<file path="config.mk">
export PLATFORM = sky130hd
export DESIGN_NAME = smcg_top
export DESIGN_NICKNAME = d
export VERILOG_FILES = /design/src/design/smcg_pkg.sv /design/src/design/smcg_gate_if.sv /design/src/design/smcg_top.sv /design/src/design/smcg_decode.sv /design/src/design/smcg_wait.sv
export SDC_FILE = /design/constraint.sdc
export NUM_CORES = 1
export LEC_CHECK = 0
export ABC_CLOCK_PERIOD_IN_PS = 7400
export BUFFER_PORTS_ARGS = -buffer_cell sky130_fd_sc_hd__buf_2
export CAP_MARGIN = 20
export CORE_MARGIN = 8
export CORE_UTILIZATION = 60
export DETAILED_ROUTE_END_ITERATION = 16
export MAX_ROUTING_LAYER = met4
export PLACE_DENSITY = 0.85
export SYNTH_ARGS = -nofsm -noshare
export SYNTH_HDL_FRONTEND = slang
export SYNTH_SLANG_ARGS = --single-unit
</file>
<file path="constraint.sdc">
create_clock -name ref_clk_i -period 7.4 [get_ports ref_clk_i]
set_input_delay 0.74 -clock ref_clk_i [delete_from_list [all_inputs] [get_ports ref_clk_i]]
set_output_delay 0.74 -clock ref_clk_i [all_outputs]
set_load 0.02 [all_outputs]
</file>
<file path="src/design/smcg_pkg.sv">
// Package for the sleep-mode clock gating block: mode codes, states, timing.
// Assumes a single 40 MHz reference clock and a synchronous active-low reset.
//
// Contract
// - Decode mode field 000 idle, 001 noise reduction, 010 power-down, 011 power-save.
// - Power-down wake waits the fuse-selected start-up delay before taking effect.
// - Power-save with async select clear flags async timer contents undefined.
// - Power-save stops every domain except the async timer clock.
// - Mode 110 with crystal enters standby: power-down with main oscillator running.
// - Standby resumes six clock cycles after a valid wake event.
// - Mode 111 with crystal enters extended standby: power-save with oscillator running.
// - Extended standby resumes six clock cycles after a valid wake event.
// - Standby modes only exist when a crystal or resonator is selected.
// - Per-mode gating of processor, memory, I/O, converter and async domains.
// - Timer oscillator per async select, off in power-down and standby; main oscillator runs in idle, noise, standbys.
// - Wake sources qualified per mode: address match, timer0, memory ready, converter, I/O.
// - Outside idle only interrupts 3..0 or level interrupts 7..4 wake.
// - An enabled converter stays enabled in every sleep mode.
// - Converter switched off then on makes the next conversion extended.
// - Comparator automatically disabled in power-down, power-save and both standbys.
// - Comparator using internal reference keeps the reference on in all modes.
// - Internal reference on only while brown-out, comparator or converter needs it.
// - Fuse-enabled brown-out detector stays enabled in every sleep mode.
// - Enabled watchdog keeps running in every sleep mode.
// - Pin input buffers disabled when both I/O and converter clocks stop.
// - Wake-detect pin buffers stay enabled when other buffers are off.
package smcg_pkg;
  // Sleep mode field codes
  localparam logic [2:0] MODE_IDLE = 3'h0;
  localparam logic [2:0] MODE_NOISE = 3'h1;
  localparam logic [2:0] MODE_PDOWN = 3'h2;
  localparam logic [2:0] MODE_PSAVE = 3'h3;
  localparam logic [2:0] MODE_STBY = 3'h6;
  localparam logic [2:0] MODE_XSTBY = 3'h7;
  // Timing: standby wake latency in clock cycles
  localparam int STBY_WAKE_CYC = 6;
  // Start-up delay table step for power-down wake, selected by fuses
  localparam int STARTUP_UNIT_NS = 25000;
  localparam int CLK_PERIOD_NS = 25;
  localparam int STARTUP_UNIT_CYC = (STARTUP_UNIT_NS + CLK_PERIOD_NS - 1) / CLK_PERIOD_NS;
  // Widths and reset values
  localparam int CNT_W = 20;
  localparam logic [2:0] RST_MODE = 3'h0;
  // Controller states
  typedef enum logic [3:0] {
    ST_RUN = 4'h1,
    ST_SLEEP = 4'h2,
    ST_WAKE = 4'h4,
    ST_RESUME = 4'h8
  } smcg_state_e;
endpackage

</file>
<file path="src/design/smcg_gate_if.sv">
// Interface carrying the decoded gate set between decoder and top.
// Assumes both ends live in the ref_clk_i domain.
`timescale 1ns/1ps
interface smcg_gate_if;
  logic cpu_run;
  logic flash_run;
  logic io_run;
  logic adc_run;
  logic asy_run;
  logic main_osc;
  logic tosc;
  logic deep;
  logic wake_ext_lim;
  logic wake_t0;
  logic wake_mem_adc;
  logic wake_io;
  modport src (output cpu_run, flash_run, io_run, adc_run, asy_run, main_osc, tosc, deep,
               wake_ext_lim, wake_t0, wake_mem_adc, wake_io);
  modport dst (input cpu_run, flash_run, io_run, adc_run, asy_run, main_osc, tosc, deep,
               wake_ext_lim, wake_t0, wake_mem_adc, wake_io);
endinterface

</file>
<file path="src/design/smcg_top.sv">
// Top of the sleep-mode clock gating and wake-up control block.
// Assumes core strobes and wake events are on ref_clk_i; pin wakes are synchronised here.
`timescale 1ns/1ps
module smcg_top (
  input wire logic ref_clk_i,               // 40 MHz clock
  input wire logic nrst_i,                  // Sync reset, active low
  input wire logic sleep_exec_i,            // Sleep instruction strobe
  input wire logic sleep_enable_i,          // Sleep enable bit
  input wire logic [2:0] sleep_mode_select_i, // Mode field
  input wire logic timer0_async_select_i,   // Timer0 async select
  input wire logic xtal_selected_i,         // Crystal source chosen
  input wire logic [3:0] clock_source_fuses_i, // Start-up delay select
  input wire logic brownout_enable_fuse_i,  // Brown-out fuse
  input wire logic wdt_enable_i,            // Watchdog enable
  input wire logic adc_enable_i,            // Converter enable bit
  input wire logic acmp_enable_i,           // Comparator enable
  input wire logic acmp_use_ref_i,          // Comparator uses internal ref
  input wire logic [7:0] external_interrupt_lines_i, // Pin interrupts
  input wire logic [7:4] ext_level_mode_i,  // Level mode for 7..4
  input wire logic two_wire_match_i,        // Two-wire address match
  input wire logic timer0_irq_i,            // Timer0 event
  input wire logic mem_ready_irq_i,         // Store/eeprom ready
  input wire logic adc_irq_i,               // Conversion done
  input wire logic other_io_irq_i,          // Other I/O events
  output logic clk_cpu_en_o,                // Processor clock enable
  output logic clk_flash_en_o,              // Program memory clock enable
  output logic clk_io_en_o,                 // I/O clock enable
  output logic clk_adc_en_o,                // Converter clock enable
  output logic async_timer_clock_en_o,      // Async timer clock enable
  output logic main_osc_en_o,               // Main oscillator enable
  output logic timer_osc_en_o,              // Timer oscillator enable
  output logic adc_power_o,                 // Converter powered
  output logic adc_extended_o,              // Next conversion extended
  output logic acmp_power_o,                // Comparator powered
  output logic vref_en_o,                   // Internal reference on
  output logic bod_en_o,                    // Brown-out detector on
  output logic wdt_run_o,                   // Watchdog running
  output logic inbuf_en_o,                  // General input buffers
  output logic [7:0] wake_inbuf_en_o,       // Wake pin buffers
  output logic async_undef_o,               // Async timer contents undefined
  output logic sleeping_o                   // Block asleep
);
  smcg_pkg::smcg_state_e state_q, state_d;
  logic [2:0] mode_q;
  logic [7:0] pin_s1_q, pin_s2_q;
  logic adc_en_prev_q;
  logic wake_ok;
  logic ext_wake;
  logic wait_load;
  logic wait_done;
  logic [smcg_pkg::CNT_W-1:0] wait_val;
  logic mode_legal;
  smcg_gate_if gate ();

  // Two-stage synchroniser for the asynchronous interrupt pins
  always_ff @(posedge ref_clk_i) begin
    if (!nrst_i) begin
      pin_s1_q <= 8'h00;
      pin_s2_q <= 8'h00;
    end else begin
      pin_s1_q <= external_interrupt_lines_i;
      pin_s2_q <= pin_s1_q;
    end
  end

  // Unlisted codes 100/101, or standby without crystal, are not entered
  assign mode_legal = (sleep_mode_select_i[2:1] != 2'b10) &&
                      (!sleep_mode_select_i[2] || xtal_selected_i);

  smcg_decode u_decode (
    .sleeping_i (state_q != smcg_pkg::ST_RUN),
    .mode_i (mode_q),
    .async_i (timer0_async_select_i),
    .g (gate)
  );

  // Limited external set outside idle: 3..0 any, 7..4 only in level mode
  function automatic logic ext_hit(input logic [7:0] pins, input logic [7:4] lvl,
                                   input logic lim);
    ext_hit = lim ? ((|pins[3:0]) || (|(pins[7:4] & lvl))) : (|pins);
  endfunction
  assign ext_wake = ext_hit(pin_s2_q, ext_level_mode_i, gate.wake_ext_lim);

  // Qualified wake per mode
  assign wake_ok = two_wire_match_i || ext_wake ||
                   (gate.wake_t0 && timer0_irq_i) ||
                   (gate.wake_mem_adc && (mem_ready_irq_i || adc_irq_i)) ||
                   (gate.wake_io && other_io_irq_i);

  // Only power-down and power-save stop the oscillator and need start-up
  assign wait_val = mode_q[2] ? smcg_pkg::CNT_W'(smcg_pkg::STBY_WAKE_CYC)
                  : smcg_pkg::CNT_W'((clock_source_fuses_i + 1) * smcg_pkg::STARTUP_UNIT_CYC);
  assign wait_load = (state_q == smcg_pkg::ST_SLEEP) && wake_ok && gate.deep;

  smcg_wait u_wait (
    .ref_clk_i (ref_clk_i),
    .nrst_i (nrst_i),
    .load_i (wait_load),
    .val_i (wait_val),
    .done_o (wait_done)
  );

  // Sleep sequencing; shallow modes wake next cycle, deep ones wait
  always_comb begin
    state_d = state_q;
    unique case (state_q)
      smcg_pkg::ST_RUN: begin
        if (sleep_exec_i && sleep_enable_i && mode_legal) state_d = smcg_pkg::ST_SLEEP;
      end
      smcg_pkg::ST_SLEEP: begin
        if (wake_ok) state_d = gate.deep ? smcg_pkg::ST_WAKE : smcg_pkg::ST_RESUME;
      end
      smcg_pkg::ST_WAKE: begin
        if (wait_done) state_d = smcg_pkg::ST_RESUME;
      end
      smcg_pkg::ST_RESUME: state_d = smcg_pkg::ST_RUN;
      default: state_d = smcg_pkg::ST_RUN;
    endcase
  end

  always_ff @(posedge ref_clk_i) begin
    if (!nrst_i) begin
      state_q <= smcg_pkg::ST_RUN;
    end else begin
      state_q <= state_d;
    end
  end

  // Mode captured only on the sleep strobe
  always_ff @(posedge ref_clk_i) begin
    if (!nrst_i) begin
      mode_q <= smcg_pkg::RST_MODE;
    end else if (state_q == smcg_pkg::ST_RUN && state_d == smcg_pkg::ST_SLEEP) begin
      mode_q <= sleep_mode_select_i;
    end
  end

  // Clock gate outputs; during wake wait the clocks stay gated
  always_ff @(posedge ref_clk_i) begin
    if (!nrst_i) begin
      clk_cpu_en_o <= 1'b1;
      clk_flash_en_o <= 1'b1;
      clk_io_en_o <= 1'b1;
      clk_adc_en_o <= 1'b1;
      async_timer_clock_en_o <= 1'b0;
      main_osc_en_o <= 1'b1;
      timer_osc_en_o <= 1'b0;
      sleeping_o <= 1'b0;
    end else begin
      clk_cpu_en_o <= gate.cpu_run;
      clk_flash_en_o <= gate.flash_run;
      clk_io_en_o <= gate.io_run;
      clk_adc_en_o <= gate.adc_run;
      async_timer_clock_en_o <= gate.asy_run;
      // Oscillator must restart as soon as the start-up wait begins
      main_osc_en_o <= gate.main_osc || (state_q == smcg_pkg::ST_WAKE);
      timer_osc_en_o <= gate.tosc;
      sleeping_o <= (state_q != smcg_pkg::ST_RUN);
    end
  end

  // Analogue helpers and input buffers
  always_ff @(posedge ref_clk_i) begin
    if (!nrst_i) begin
      adc_power_o <= 1'b0;
      acmp_power_o <= 1'b0;
      vref_en_o <= 1'b0;
      bod_en_o <= 1'b0;
      wdt_run_o <= 1'b0;
      inbuf_en_o <= 1'b1;
      wake_inbuf_en_o <= 8'hff;
    end else begin
      adc_power_o <= adc_enable_i;
      acmp_power_o <= acmp_enable_i && !gate.deep;
      // Comparator on reference keeps it on even when auto-disabled
      vref_en_o <= brownout_enable_fuse_i || adc_enable_i ||
                   (acmp_enable_i && acmp_use_ref_i);
      bod_en_o <= brownout_enable_fuse_i;
      wdt_run_o <= wdt_enable_i;
      inbuf_en_o <= gate.io_run || gate.adc_run;
      // Wake-capable pin buffers follow the wake qualification
      wake_inbuf_en_o <= (gate.io_run || gate.adc_run) ? 8'hff :
                         (gate.wake_ext_lim ? {ext_level_mode_i, 4'hf} : 8'hff);
    end
  end

  // Converter off-then-on arms one extended conversion
  always_ff @(posedge ref_clk_i) begin
    if (!nrst_i) begin
      adc_en_prev_q <= 1'b0;
      adc_extended_o <= 1'b1;
    end else begin
      adc_en_prev_q <= adc_enable_i;
      if (adc_enable_i && !adc_en_prev_q) begin
        adc_extended_o <= 1'b1;
      end else if (adc_irq_i) begin
        adc_extended_o <= 1'b0;
      end
    end
  end

  // Async timer contents lost across power-save without async clock
  always_ff @(posedge ref_clk_i) begin
    if (!nrst_i) begin
      async_undef_o <= 1'b0;
    end else if (state_q == smcg_pkg::ST_RUN && state_d == smcg_pkg::ST_SLEEP) begin
      async_undef_o <= (sleep_mode_select_i == smcg_pkg::MODE_PSAVE) &&
                       !timer0_async_select_i;
    end else if (timer0_async_select_i) begin
      async_undef_o <= 1'b0;
    end
  end
endmodule

</file>
<file path="src/design/smcg_decode.sv">
// Combinational decode of one held sleep mode into clock and wake enables.
// Assumes mode and sleeping come from flip-flops of the top module.
`timescale 1ns/1ps
module smcg_decode (
  input wire logic sleeping_i,     // Block is asleep
  input wire logic [2:0] mode_i,   // Held mode field
  input wire logic async_i,        // Timer0 async select
  smcg_gate_if.src g               // Decoded gate set
);
  always_comb begin
    // Awake: synchronous clocks and main oscillator run, async ones per select; every source would wake
    g.cpu_run = 1'b1;
    g.flash_run = 1'b1;
    g.io_run = 1'b1;
    g.adc_run = 1'b1;
    g.asy_run = async_i;
    g.main_osc = 1'b1;
    g.tosc = async_i;
    g.deep = 1'b0;
    g.wake_ext_lim = 1'b0;
    g.wake_t0 = 1'b1;
    g.wake_mem_adc = 1'b1;
    g.wake_io = 1'b1;
    if (sleeping_i) begin
      g.cpu_run = 1'b0;
      g.flash_run = 1'b0;
      g.wake_ext_lim = (mode_i != smcg_pkg::MODE_IDLE);
      unique case (mode_i)
        smcg_pkg::MODE_IDLE: begin
        end
        smcg_pkg::MODE_NOISE: begin
          g.io_run = 1'b0;
          g.wake_io = 1'b0;
        end
        default: begin
          // Power-down, power-save and both standbys
          g.io_run = 1'b0;
          g.adc_run = 1'b0;
          g.deep = 1'b1;
          g.wake_io = 1'b0;
          g.wake_mem_adc = 1'b0;
          g.main_osc = mode_i[2];
          g.asy_run = async_i && mode_i[0];
          g.tosc = async_i && mode_i[0];
          g.wake_t0 = async_i && mode_i[0];
        end
      endcase
    end
  end
endmodule

</file>
<file path="src/design/smcg_wait.sv">
// Loadable down counter that reports expiry of a wake-up delay.
// Assumes load and count enable from the same clock domain.
`timescale 1ns/1ps
module smcg_wait (
  input wire logic ref_clk_i,                    // 40 MHz clock
  input wire logic nrst_i,                       // Sync reset, active low
  input wire logic load_i,                       // Load start value
  input wire logic [smcg_pkg::CNT_W-1:0] val_i,  // Cycles to wait
  output logic done_o                            // Count reached one
);
  logic [smcg_pkg::CNT_W-1:0] cnt_q;
  // Count down; expiry flagged when reaching one to land on target edge
  always_ff @(posedge ref_clk_i) begin
    if (!nrst_i) begin
      cnt_q <= '0;
    end else if (load_i) begin
      cnt_q <= val_i;
    end else if (cnt_q != '0) begin
      cnt_q <= cnt_q - 1'b1;
    end
  end
  assign done_o = (cnt_q == {{(smcg_pkg::CNT_W-1){1'b0}}, 1'b1});
endmodule

</file>
# Word level (Yosys, flattened, before mapping)
# Cells that the tools add are included.
# totals
reg_bits	65
inputBits	35
wordCells	102
# classes
add_sub_neg	2
multipliers	1
eq_ne	9
n_mux	25
bitwise_logic	3
n_reduce_logical	41
# op_table
operator	count
20-bit 2-to-1 mux	2
20-bit by 1-bit == test with 1-bit output, second input constant	1
20-bit nonzero test	1
20-bit by 1-bit subtractor with 20-bit output, second input constant	1
1-bit 2-to-1 mux	17
4-bit 2-to-1 mux	4
15-bit 2-to-1 mux	1
1-bit logical AND	14
5-bit by 7-bit multiplier with 12-bit output, second input constant	1
4-bit case mux with 3 select lines	1
1-bit logical OR	11
4-bit by 2-bit == test with 1-bit output, second input constant	2
4-bit OR reduction	2
8-bit OR reduction	1
2-bit OR reduction	3
4-bit by 1-bit adder with 5-bit output, second input constant	1
4-bit AND	1
4-bit by 1-bit == test with 1-bit output, second input constant	1
4-bit by 3-bit == test with 1-bit output, second input constant	1
1-bit logical NOT	4
4-bit by 1-bit inequality test with 1-bit output, second input constant	1
2-bit nonzero test	2
3-bit by 1-bit == test with 1-bit output, second input constant	1
3-bit by 2-bit == test with 1-bit output, second input constant	1
5 further kinds	6

# Depth between registers and ports, before layout
# Gate-level depths: netlist of run 1.
# depth
depth_word	13
ltp_mapped	15
mapped_depth_nobuf	15

# Cells and area by module
# A second synthesis of run 1 with hierarchy kept.
# hier_totals
cells_unflattened	408
area_unflattened_um2	3608.5
# by_module_without_submodules
mod	instances	cells_per_inst	area_per_inst_um2
smcg_top	1	240	2312.2
smcg_wait	1	155	1212.4
smcg_decode	1	13	83.8

# Least setup slack after synthesis of run 1
# No wires, ideal clock.
# synth_timing
path_kind	input to register
start	input port clock_source_fuses_i[0]
end	register u_wait.cnt_q[12] (netlist bit)
arrival_ps	4539
required_time_ps	7320
path_slack_ps	2781
cell_stages	15
path_buffers	0
path_cell_list	ha_1 > xor2_1 > inv_1 > fa_1 > inv_1 > fa_1 > inv_1 > fa_1 > inv_1 > ha_1 > o21ai_0 > a21oi_1 > or4b_2 > o311a_1 > o22ai_1
# synth_via
elab_chain_len	4
# synth_lines
element	line_no	source
from (decl)	smcg_top.sv:12	input wire logic [3:0] clock_source_fuses_i,
4-bit by 1-bit adder with 5-bit output	smcg_top.sv:92	: smcg_pkg::CNT_W'((clock_source_fuses_i + 1) * smcg_pkg::STARTUP_UNIT_CYC);
5-bit by 7-bit multiplier with 12-bit output	smcg_top.sv:92	
15-bit 2-to-1 mux	smcg_top.sv:91	assign wait_val = mode_q[2] ? smcg_pkg::CNT_W'(smcg_pkg::STBY_WAKE_CYC)
20-bit 2-to-1 mux	smcg_wait.sv:16	end else if (load_i) begin
to (signal assigned)	smcg_wait.sv:17	cnt_q <= val_i;
to (signal assigned)	smcg_wait.sv:19	cnt_q <= cnt_q - 1'b1;
to (decl)	smcg_wait.sv:11	logic [smcg_pkg::CNT_W-1:0] cnt_q;
# Every way passes these cells.
# A chain may end at the register's enable or synchronous reset.

# Worst setup path in the final report of run 1
# Ends and elaborated chain as after synthesis.

==> impl_metrics.toml, run 1 <==
[outcome]
outcome = "complete, no violations"

[setup_path]
critPathCaptureType = "flip-flop"
worstReg2RegEnd = "u_wait.cnt_q[11]"
startpoint_type = "primary input"
cp_data_arrival_time_ns = 5.04
r2r-start = "state_q[1]"
r2r_setup_slack_ns = 4.70
reg2reg_depth = 5
cp_max_fo = 9
required_ns = 7.65
crit_type = "in2reg"

[drt]
drt_iter0_drc = 237
vias = 2591
ant_nets = 0
drt_wl_total_um = 6759
route.detailed.drc = 0
drtPass1Iterations = 4
vias_per_cell = 5.409
wl_per_cell_um = 14.11

[final_layout]
nets = 469
num_antenna_cells = 0
area_delta_synth_final_pct = 16.13
drive_gt1_frac = 0.2039
fill_cells = 406
finish.utilization = 0.7079
multi_input_area_sq_um = 1869
seq_area_sq_um = 1221

[global_route]
grtUsageMet2 = 0.2914
grt_use_met3 = 0.05736
grt_pass1_vias = 2601
antenna_found_initial = 0
overflow = 0
grt_pass1_wl_um = 11590
gr-usage-met1 = 0.1972
grt_max_degree = 42
busiest_layer = "met2"
track_usage = 0.1790

[clocking]
cts-root-buf = "clkbuf_8"
cts_tree = "done"
cts.reportedPaths.clkPinSlew_ns = 0.06
clk_latency_ns = 0.34
cts-resized-gates = 0
cts_made_buffers = 9
htree_num_levels = 3
cts_hold_buf = 0
cts.sinks = 61
cts_setup_buffers = 0
clk_path_buf_depth = 2

[power]
ir_worst_vdd_mv = 0.2013
leakagePower_nw = 1.664
pwr_density_cell_nw_per_um2 = 340.6

[worst_hold_path]
hp-class = "reg2reg"
min_from = "pin_s1_q[1]"
hold_depth = 1
worstHoldEndpoint = "pin_s2_q[1]"

[yosys]
synthAdderAreaFrac = 0.1452
synth-main-ff-cell = "dfxtp_1"
yosysSeqAreaShare = 0.3729
synth_warnings = 0
avgSynthCellArea_sq_um = 9.436
synth-simple-area-share = 0.2212
synth_area_sq_um = 3274
synth-xor-area-share = 0.06687
synthArstFlopShare = 0
synth_edf_count = 0
synth_seq_cells = 61
synth_cells = 347
synth_cell_types = 53
synth-compound-area-share = 0.1143
muxShareOfSynthArea = 0.01872
synth_top_family_by_area = "simple AND/OR/NAND/NOR gates"

[floorplan]
die_h_um = 89.88
fp.dieArea_sq_um = 8078
die_w_um = 89.88
num_io_pins = 59
core_sq_um = 5371
rows = 27
initial_core_util = 0.6096

[sta]
slew_headroom = 0.4013
hold_viol = 0
setup_tns_ns = 0
finalMaxSlewViolations = 0
min_period_ns = 4.793
tightestPinTransition_ns = 0.8942
setup_viol = 0
fmax_mhz = 208.6
clock-skew-final_ns = 0.01413
rsz0062_at_grt = "no"
fin_crit_sh = 0.6477

[flow_run]
drv_cap = 0

[placement]
routabilityCongestion = 0.8169
portBuffers = 54
hpwl_um = 5184
per-layer routing:
layer  up-vias  wire length (um)  part of all wire
met3         8               327             0.048
li1       1316                 -                 -
met5         -                 0                 0
met1      1202              2904              0.43
met4         0                87             0.013
met2        65              3440              0.51
area by class of cell:
cell class / instances / area share
clock inverters: 6 / 0.02929
well taps: 72 / 0.02369
repair buffers: 54 / 0.07108
multi-input cells: 246 / 0.4916
clock buffers: 10 / 0.03356
inverters: 30 / 0.02961
flip-flops and latches: 61 / 0.3212
synthesized netlist by cell type (2+ instances only):
cell type / number / share of area
clkbuf_1: 5 / 0.0057
nor4b_1: 3 / 0.0080
or4b_2: 2 / 0.0061
or3_1: 5 / 0.0096
or4_1: 3 / 0.0069
or4b_1: 2 / 0.0061
dfxtp_1: 61 / 0.37
nand3_1: 11 / 0.017
xor2_1: 9 / 0.024
buf_4: 7 / 0.016
a211oi_1: 5 / 0.011
nor3_1: 10 / 0.015
nand2_1: 14 / 0.016
nand2b_1: 3 / 0.0057
a21boi_0: 5 / 0.011
or2_2: 5 / 0.0096
a21oi_1: 7 / 0.011
o211ai_1: 2 / 0.0046
xnor2_1: 16 / 0.043
mux2i_1: 5 / 0.015
nor2b_1: 6 / 0.011
o311a_1: 2 / 0.0061
a22oi_1: 3 / 0.0069
fa_1: 10 / 0.061
and3_1: 3 / 0.0057
o22ai_1: 10 / 0.019
and2_1: 21 / 0.040
o21ai_0: 7 / 0.011
o31ai_1: 2 / 0.0046
nor2_1: 22 / 0.025
inv_1: 30 / 0.034
nand4_1: 3 / 0.0057
ha_1: 22 / 0.084
nor4_1: 6 / 0.011
o41ai_1: 2 / 0.0054
cells in the final DEF (no fill, tap or decap), types with 9 or more instances in the layout:
master	synthesis	layout
clkbuf_8	0	9
ha_1	22	22
nand2_1	14	14
nor2_1	22	22
nand3_1	11	11
xor2_1	9	9
o22ai_1	10	10
and2_1	21	21
xnor2_1	16	16
dfxtp_1	61	61
inv_1	30	30
buf_2	0	54
fa_1	10	10
nor3_1	10	10
worst max path at each step:
stage	from	end	slack [ns]	cells after the start
floorplan	clock_source_fuses_i[0]	u_wait.cnt_q[12]	2.78	15
global placement	clock_source_fuses_i[0]	u_wait.cnt_q[12]	2.43	16
detailed placement	clock_source_fuses_i[0]	u_wait.cnt_q[12]	2.26	16
CTS	clock_source_fuses_i[0]	u_wait.cnt_q[12]	2.63	16
global route	clock_source_fuses_i[0]	u_wait.cnt_q[12]	2.38	16
finish	clock_source_fuses_i[0]	u_wait.cnt_q[12]	2.61	16
report_power, final:
group | internal (mW) | switching [mW] | total [mW]
clock | 0.224 | 0.129 | 0.353
sequential | 0.376 | 0.0468 | 0.423
combinational | 0.237 | 0.282 | 0.519
total | 0.837 | 0.458 | 1.29
critical path, stage by stage:
cell,delay [ns]
buf_2,0.20
ha_1,0.23
xor2_1,0.37
inv_1,0.15
fa_1,0.56
inv_1,0.11
fa_1,0.55
inv_1,0.06
fa_1,0.53
inv_1,0.04
ha_1,0.33
o21ai_0,0.15
a21oi_1,0.10
or4b_2,0.62
o311a_1,0.15
o22ai_1,0.14
sequential cells by signal, summed over array words and instances (netlist names), 3 cells and up:
register / count
pin_s1_q: 8
pin_s2_q: 8
state_q: 4
u_wait.cnt_q: 20
wake_inbuf_en_o: 4
mode_q: 3
kinds of logic after synthesis:
group                    Yosys count
AO/OA/AOI/OAI                     54
XOR/XNOR                          25
adder cells (fa/ha/maj)           32
buffers and inverters             43
flip-flops                        61
multiplexers                       6
other                              1
AND/OR/NAND/NOR                  125
metrics by stage:
| step | setup slack (ns) | std cells | power (mW) | area [sq um] | hold slack (ns) |
|---|---|---|---|---|---|
| after floorplan | 2.781 | 350 | 0.8404 | 3286 | 0.4119 |
| after global placement | 2.430 | 463 | 0.9248 | 3563 | 0.4132 |
| after detailed placement | 2.263 | 463 | 0.9440 | 3563 | 0.4196 |
| after CTS | 2.627 | 479 | 1.302 | 3802 | 0.4335 |
| after global routing | 2.383 | 479 | 1.391 | 3802 | 0.4478 |
| final | 2.607 | 479 | 1.295 | 3802 | 0.4311 |
Note: power is estimated with default switching activity, not from simulation.
==> run 2, diff against run 1 <==
--- a/config.mk
+++ b/config.mk
@@ -5,14 +5,14 @@
 export SDC_FILE = /design/constraint.sdc
 export NUM_CORES = 1
 export LEC_CHECK = 0
-export ABC_CLOCK_PERIOD_IN_PS = 7400
+export ABC_CLOCK_PERIOD_IN_PS = 4200
 export BUFFER_PORTS_ARGS = -buffer_cell sky130_fd_sc_hd__buf_2
 export CAP_MARGIN = 20
 export CORE_MARGIN = 8
-export CORE_UTILIZATION = 60
+export CORE_UTILIZATION = 50
 export DETAILED_ROUTE_END_ITERATION = 16
 export MAX_ROUTING_LAYER = met4
-export PLACE_DENSITY = 0.85
+export PLACE_DENSITY = 0.76
 export SYNTH_ARGS = -nofsm -noshare
 export SYNTH_HDL_FRONTEND = slang
 export SYNTH_SLANG_ARGS = --single-unit
==> constraint.sdc (replaced) <==
create_clock -name ref_clk_i -period 4.2 [get_ports ref_clk_i]
set_input_delay 0.42 -clock ref_clk_i [delete_from_list [all_inputs] [get_ports ref_clk_i]]
set_output_delay 0.42 -clock ref_clk_i [all_outputs]
set_load 0.02 [all_outputs]
==> run 2 against run 1 <==
  * Via count rose by 0.85%
  * Clock power rose by 64%
  * Sequential power is 75% higher
  * Worst setup slack worse by 2.3 ns
  * Critical path type unchanged
  * Combinational power rose by 85%
  * First-iteration DRC count fell by 63%
  * Total power increased by 76%
  * Cell count is 2.5% higher
  * Design area up 1.6%
==> impl_metrics.toml, run 2 (synthesis gave the netlist of run 1 again) <==
[floorplan]
fp.dieArea_sq_um = 9394
initial_core_util = 0.5157
die_h_um = 96.93
num_io_pins = 59
die_w_um = 96.93
core_sq_um = 6350
rows = 29

[setup_path]
cp_data_arrival_time_ns = 4.18
crit_type = "in2reg"
cp_max_fo = 4
startpoint_type = "primary input"
critPathCaptureType = "flip-flop"
required_ns = 4.45

[global_route]
overflow = 0
grt_pass1_vias = 2547
track_usage = 0.1498
grt_pass1_wl_um = 11610
grt_max_degree = 42
antenna_found_initial = 0

[sta]
setup_tns_ns = 0
clock-skew-final_ns = 0.01077
fin_ws_ns = 0.2703
setup_viol = 0
tightestPinTransition_ns = 0.7451
finalMaxSlewViolations = 0
fin_crit_sh = 0.9356
rsz0062_at_grt = "no"
slew_headroom = 0.4962
min_period_ns = 3.930
fmax_mhz = 254.5
hold_viol = 0

[drt]
vias = 2613
drt_iter0_drc = 87
wl_per_cell_um = 13.70
drt_wl_total_um = 6727
vias_per_cell = 5.322
route.detailed.drc = 0
ant_nets = 0
drtPass1Iterations = 5

[final_layout]
fill_cells = 549
num_antenna_cells = 0
drive_gt1_frac = 0.2295
design_area_sq_um = 3864
nets = 476
final_cells = 491
largest-register = "u_wait.cnt_q"
multi_input_area_sq_um = 1889
largest_reg_flops = 20
layout_commonest_cell = "dfxtp_1"
reg_top3 = "u_wait.cnt_q: 20 flops, pin_s1_q: 8 flops, pin_s2_q: 8 flops"
area_delta_synth_final_pct = 18.00
final_cell_mix = "dfxtp_1, buf_2, inv_1"
seq_area_sq_um = 1221

[clocking]
clk_path_buf_depth = 2
cts-resized-gates = 0
cts_hold_buf = 0
cts.reportedPaths.clkPinSlew_ns = 0.07
cts_made_buffers = 9
clk_latency_ns = 0.34
htree_num_levels = 3
cts-root-buf = "clkbuf_8"
cts.sinks = 61
cts_tree = "done"
cts_setup_buffers = 0

[placement]
placed_area_sq_um = 3642
routabilityCongestion = 0.7968
place_inst = 475
hpwl_um = 5248
portBuffers = 54
place_ws_ns = -0.07469

[power]
pwr_density_cell_nw_per_um2 = 590.7
leakagePower_nw = 1.685
power.total_mw = 2.282
ir_worst_vdd_mv = 0.3578

[worst_hold_path]
hp-class = "in2reg"

[outcome]
outcome = "complete, no violations"

[flow_run]
drv_cap = 0
## run 2: metrics by stage
step | utilization | hold slack, ns
floorplan | - | 0.4119
global placement | 0.5736 | 0.4149
detailed placement | 0.5736 | 0.4169
CTS | 0.6085 | 0.2673
global route | 0.6085 | 0.2734
finish | 0.6085 | 0.2778
## run 2: area by class of cell
| cell class | count | area share |
|---|---|---|
| Inverter | 30 | 0.02915 |
| Clock inverter | 7 | 0.02526 |
| Tap cell | 77 | 0.02494 |
| Clock buffer | 9 | 0.03206 |
| Timing Repair Buffer | 61 | 0.08355 |
| Sequential cell | 61 | 0.3161 |
| Multi-Input combinational cell | 246 | 0.4890 |
## run 2: path summary, 6_finish.rpt
kind	slack [ns]	depth (start not counted)	startpoint	to
max	0.27	16	clock_source_fuses_i[0]	u_wait.cnt_q[12]
min	0.28	2	ext_level_mode_i[4]	wake_inbuf_en_o[4]
max reg2reg	1.68	7	u_wait.cnt_q[1]	u_wait.cnt_q[2]
min reg2reg	0.43	1	pin_s1_q[3]	pin_s2_q[3]
## run 2: worst max-delay path, stage by stage
cell	delay [ns]
buf_2	0.12
ha_1	0.24
xor2_2	0.21
inv_2	0.07
fa_1	0.54
inv_2	0.07
fa_1	0.52
inv_1	0.06
fa_1	0.54
inv_1	0.07
ha_4	0.24
o21ai_1	0.11
a21oi_1	0.06
or4b_2	0.61
o311a_1	0.15
o22ai_1	0.15
## run 2: power by group
part	internal [mW]	switching [mW]	total (mW)
clock network	0.336	0.243	0.579
registers	0.662	0.0794	0.742
logic	0.448	0.514	0.962
## run 2: metal layers
layer	vias up	share of wire	wire length (um)	global-route usage
met5	-	0	0	-
met4	0	0.017	114	0.07101
met3	9	0.042	281	0.03343
met2	63	0.49	3328	0.2401
met1	1211	0.45	3003	0.1739
li1	1330	-	-	-
==> run 3, diff against run 2 <==
--- a/config.mk
+++ b/config.mk
@@ -8,6 +8,7 @@
 export ABC_CLOCK_PERIOD_IN_PS = 4200
 export BUFFER_PORTS_ARGS = -buffer_cell sky130_fd_sc_hd__buf_2
 export CAP_MARGIN = 20
+export CORE_ASPECT_RATIO = 0.7
 export CORE_MARGIN = 8
 export CORE_UTILIZATION = 50
 export DETAILED_ROUTE_END_ITERATION = 16
==> run 3 against run 2 <==
  * First-iteration DRC count is 8.0% higher
  * Sequential share of layout area is 0.10 points higher
  * Count of clock-buffer cells in the layout increased by 1
  * Worst setup slack improved by 0.022 ns
  * Clock power shrank 2%
  * Flip-flop and latch count unchanged
  * Utilization rose by 0.52 points
  * Non-clock buffer count decreased by 1
  * Critical path type unchanged
  * Largest power group unchanged
==> impl_metrics.toml, run 3 (synthesis gave the netlist of run 1 again) <==
[power]
pwr_density_cell_nw_per_um2 = 592.6
ir_worst_vdd_mv = 0.2608
power.total_mw = 2.282
leakagePower_nw = 1.674

[final_layout]
largest_reg_flops = 20
finish.utilization = 0.6136
area_delta_synth_final_pct = 17.62
multi_input_area_sq_um = 1889
nets = 475
largest-register = "u_wait.cnt_q"
final_cell_mix = "dfxtp_1, buf_2, inv_1"
fill_cells = 530
final_cells = 491
design_area_sq_um = 3851
layout_commonest_cell = "dfxtp_1"
num_antenna_cells = 0
seq_area_sq_um = 1221
reg_top3 = "u_wait.cnt_q: 20 flops, pin_s1_q: 8 flops, pin_s2_q: 8 flops"
drive_gt1_frac = 0.2252

[setup_path]
required_ns = 4.45
cp_max_fo = 3
startpoint_type = "primary input"
cp_data_arrival_time_ns = 4.16
critPathCaptureType = "flip-flop"
crit_type = "in2reg"

[placement]
routabilityCongestion = 0.7952
portBuffers = 54
placed_area_sq_um = 3636
hpwl_um = 5445
place_inst = 475

[floorplan]
rows = 24
die_h_um = 83.71
die_w_um = 112.7
initial_core_util = 0.5217
fp.dieArea_sq_um = 9436
core_sq_um = 6276
num_io_pins = 59

[outcome]
outcome = "complete, no violations"

[drt]
route.detailed.drc = 0
drt_iter0_drc = 94
vias_per_cell = 5.185
vias = 2546
drtPass1Iterations = 4
wl_per_cell_um = 14.19
ant_nets = 0
drt_wl_total_um = 6969

[clocking]
cts.sinks = 61
clk_path_buf_depth = 2
cts.reportedPaths.clkPinSlew_ns = 0.07
htree_num_levels = 3
cts-root-buf = "clkbuf_8"
cts_tree = "done"
cts_setup_buffers = 0
cts-resized-gates = 0
clk_latency_ns = 0.34
cts_made_buffers = 9
cts_hold_buf = 0

[sta]
fin_crit_sh = 0.9305
clock-skew-final_ns = 0.01011
tightestPinTransition_ns = 0.9789
min_period_ns = 3.908
fmax_mhz = 255.9
setup_viol = 0
hold_viol = 0
slew_headroom = 0.3445
fin_hold_ws_ns = 0.2824
rsz0062_at_grt = "no"
finalMaxSlewViolations = 0

[worst_hold_path]
hp-class = "in2reg"

[global_route]
track_usage = 0.1594
grt_pass1_vias = 2606
grt_max_degree = 42
overflow = 0
grt_pass1_wl_um = 11920
antenna_found_initial = 0

[flow_run]
drv_cap = 0
==> run 3: cell types whose count changed in the layout (fill, tap and decap cells not counted), sizes merged <==
cell      delta
buf          -1
clkbuf       +1
clkinv       -1
clkinvlp     +1
inv          -1
==> run 3: routing by layer <==
layer / track usage / wire (um) / up-vias
li1: - / - / 1322
met1: 0.2070 / 3644 / 1166
met2: 0.2308 / 2960 / 48
met3: 0.04769 / 284 / 10
met4: 0.05122 / 80 / 0
met5: - / 0 / -
==> run 3: where the power goes <==
part / switching, mW / internal [mW]
Sequential: 0.0819 / 0.663
Combinational: 0.526 / 0.446
Clock: 0.232 / 0.333
==> run 3: cell type report <==
class,instances,share of cell area
inverters,30,0.02924
well taps,78,0.02534
flip-flops and latches,61,0.3171
multi-input cells,246,0.4906
clock buffers,10,0.03314
clock inverters,6,0.02274
repair buffers,60,0.08187
==> run 3: path summary, 6_finish.rpt <==
kind | startpoint | endpoint | slack [ns] | depth (start not counted)
worst max-delay path | clock_source_fuses_i[0] | u_wait.cnt_q[12] | 0.29 | 16
worst max register to register | u_wait.cnt_q[1] | u_wait.cnt_q[2] | 1.58 | 7
worst min register to register | pin_s1_q[2] | pin_s2_q[2] | 0.43 | 1
worst min-delay path | ext_level_mode_i[7] | wake_inbuf_en_o[7] | 0.28 | 2
==> run 3: worst max-delay path, stage by stage <==
cell and delay [ns]:
buf_2 0.11, ha_1 0.23, xor2_2 0.21, inv_2 0.07, fa_1 0.54, inv_2 0.07, fa_1 0.53, inv_1 0.05
fa_1 0.53, inv_1 0.07, ha_4 0.24, o21ai_1 0.11, a21oi_1 0.07, or4b_2 0.62, o311a_1 0.15, o22ai_1 0.13
==> run 3: metrics by stage <==
| step | TNS, ns | setup slack (ns) |
|---|---|---|
| 6_report | 0 | 0.2919 |
| 5_1_grt | 0 | 0.1115 |
| 2_1_floorplan | 0 | 0.06911 |
| 3_5_place_dp | -0.06848 | -0.06848 |
| 3_3_place_gp | 0 | 0.03800 |
| 4_1_cts | 0 | 0.2889 |
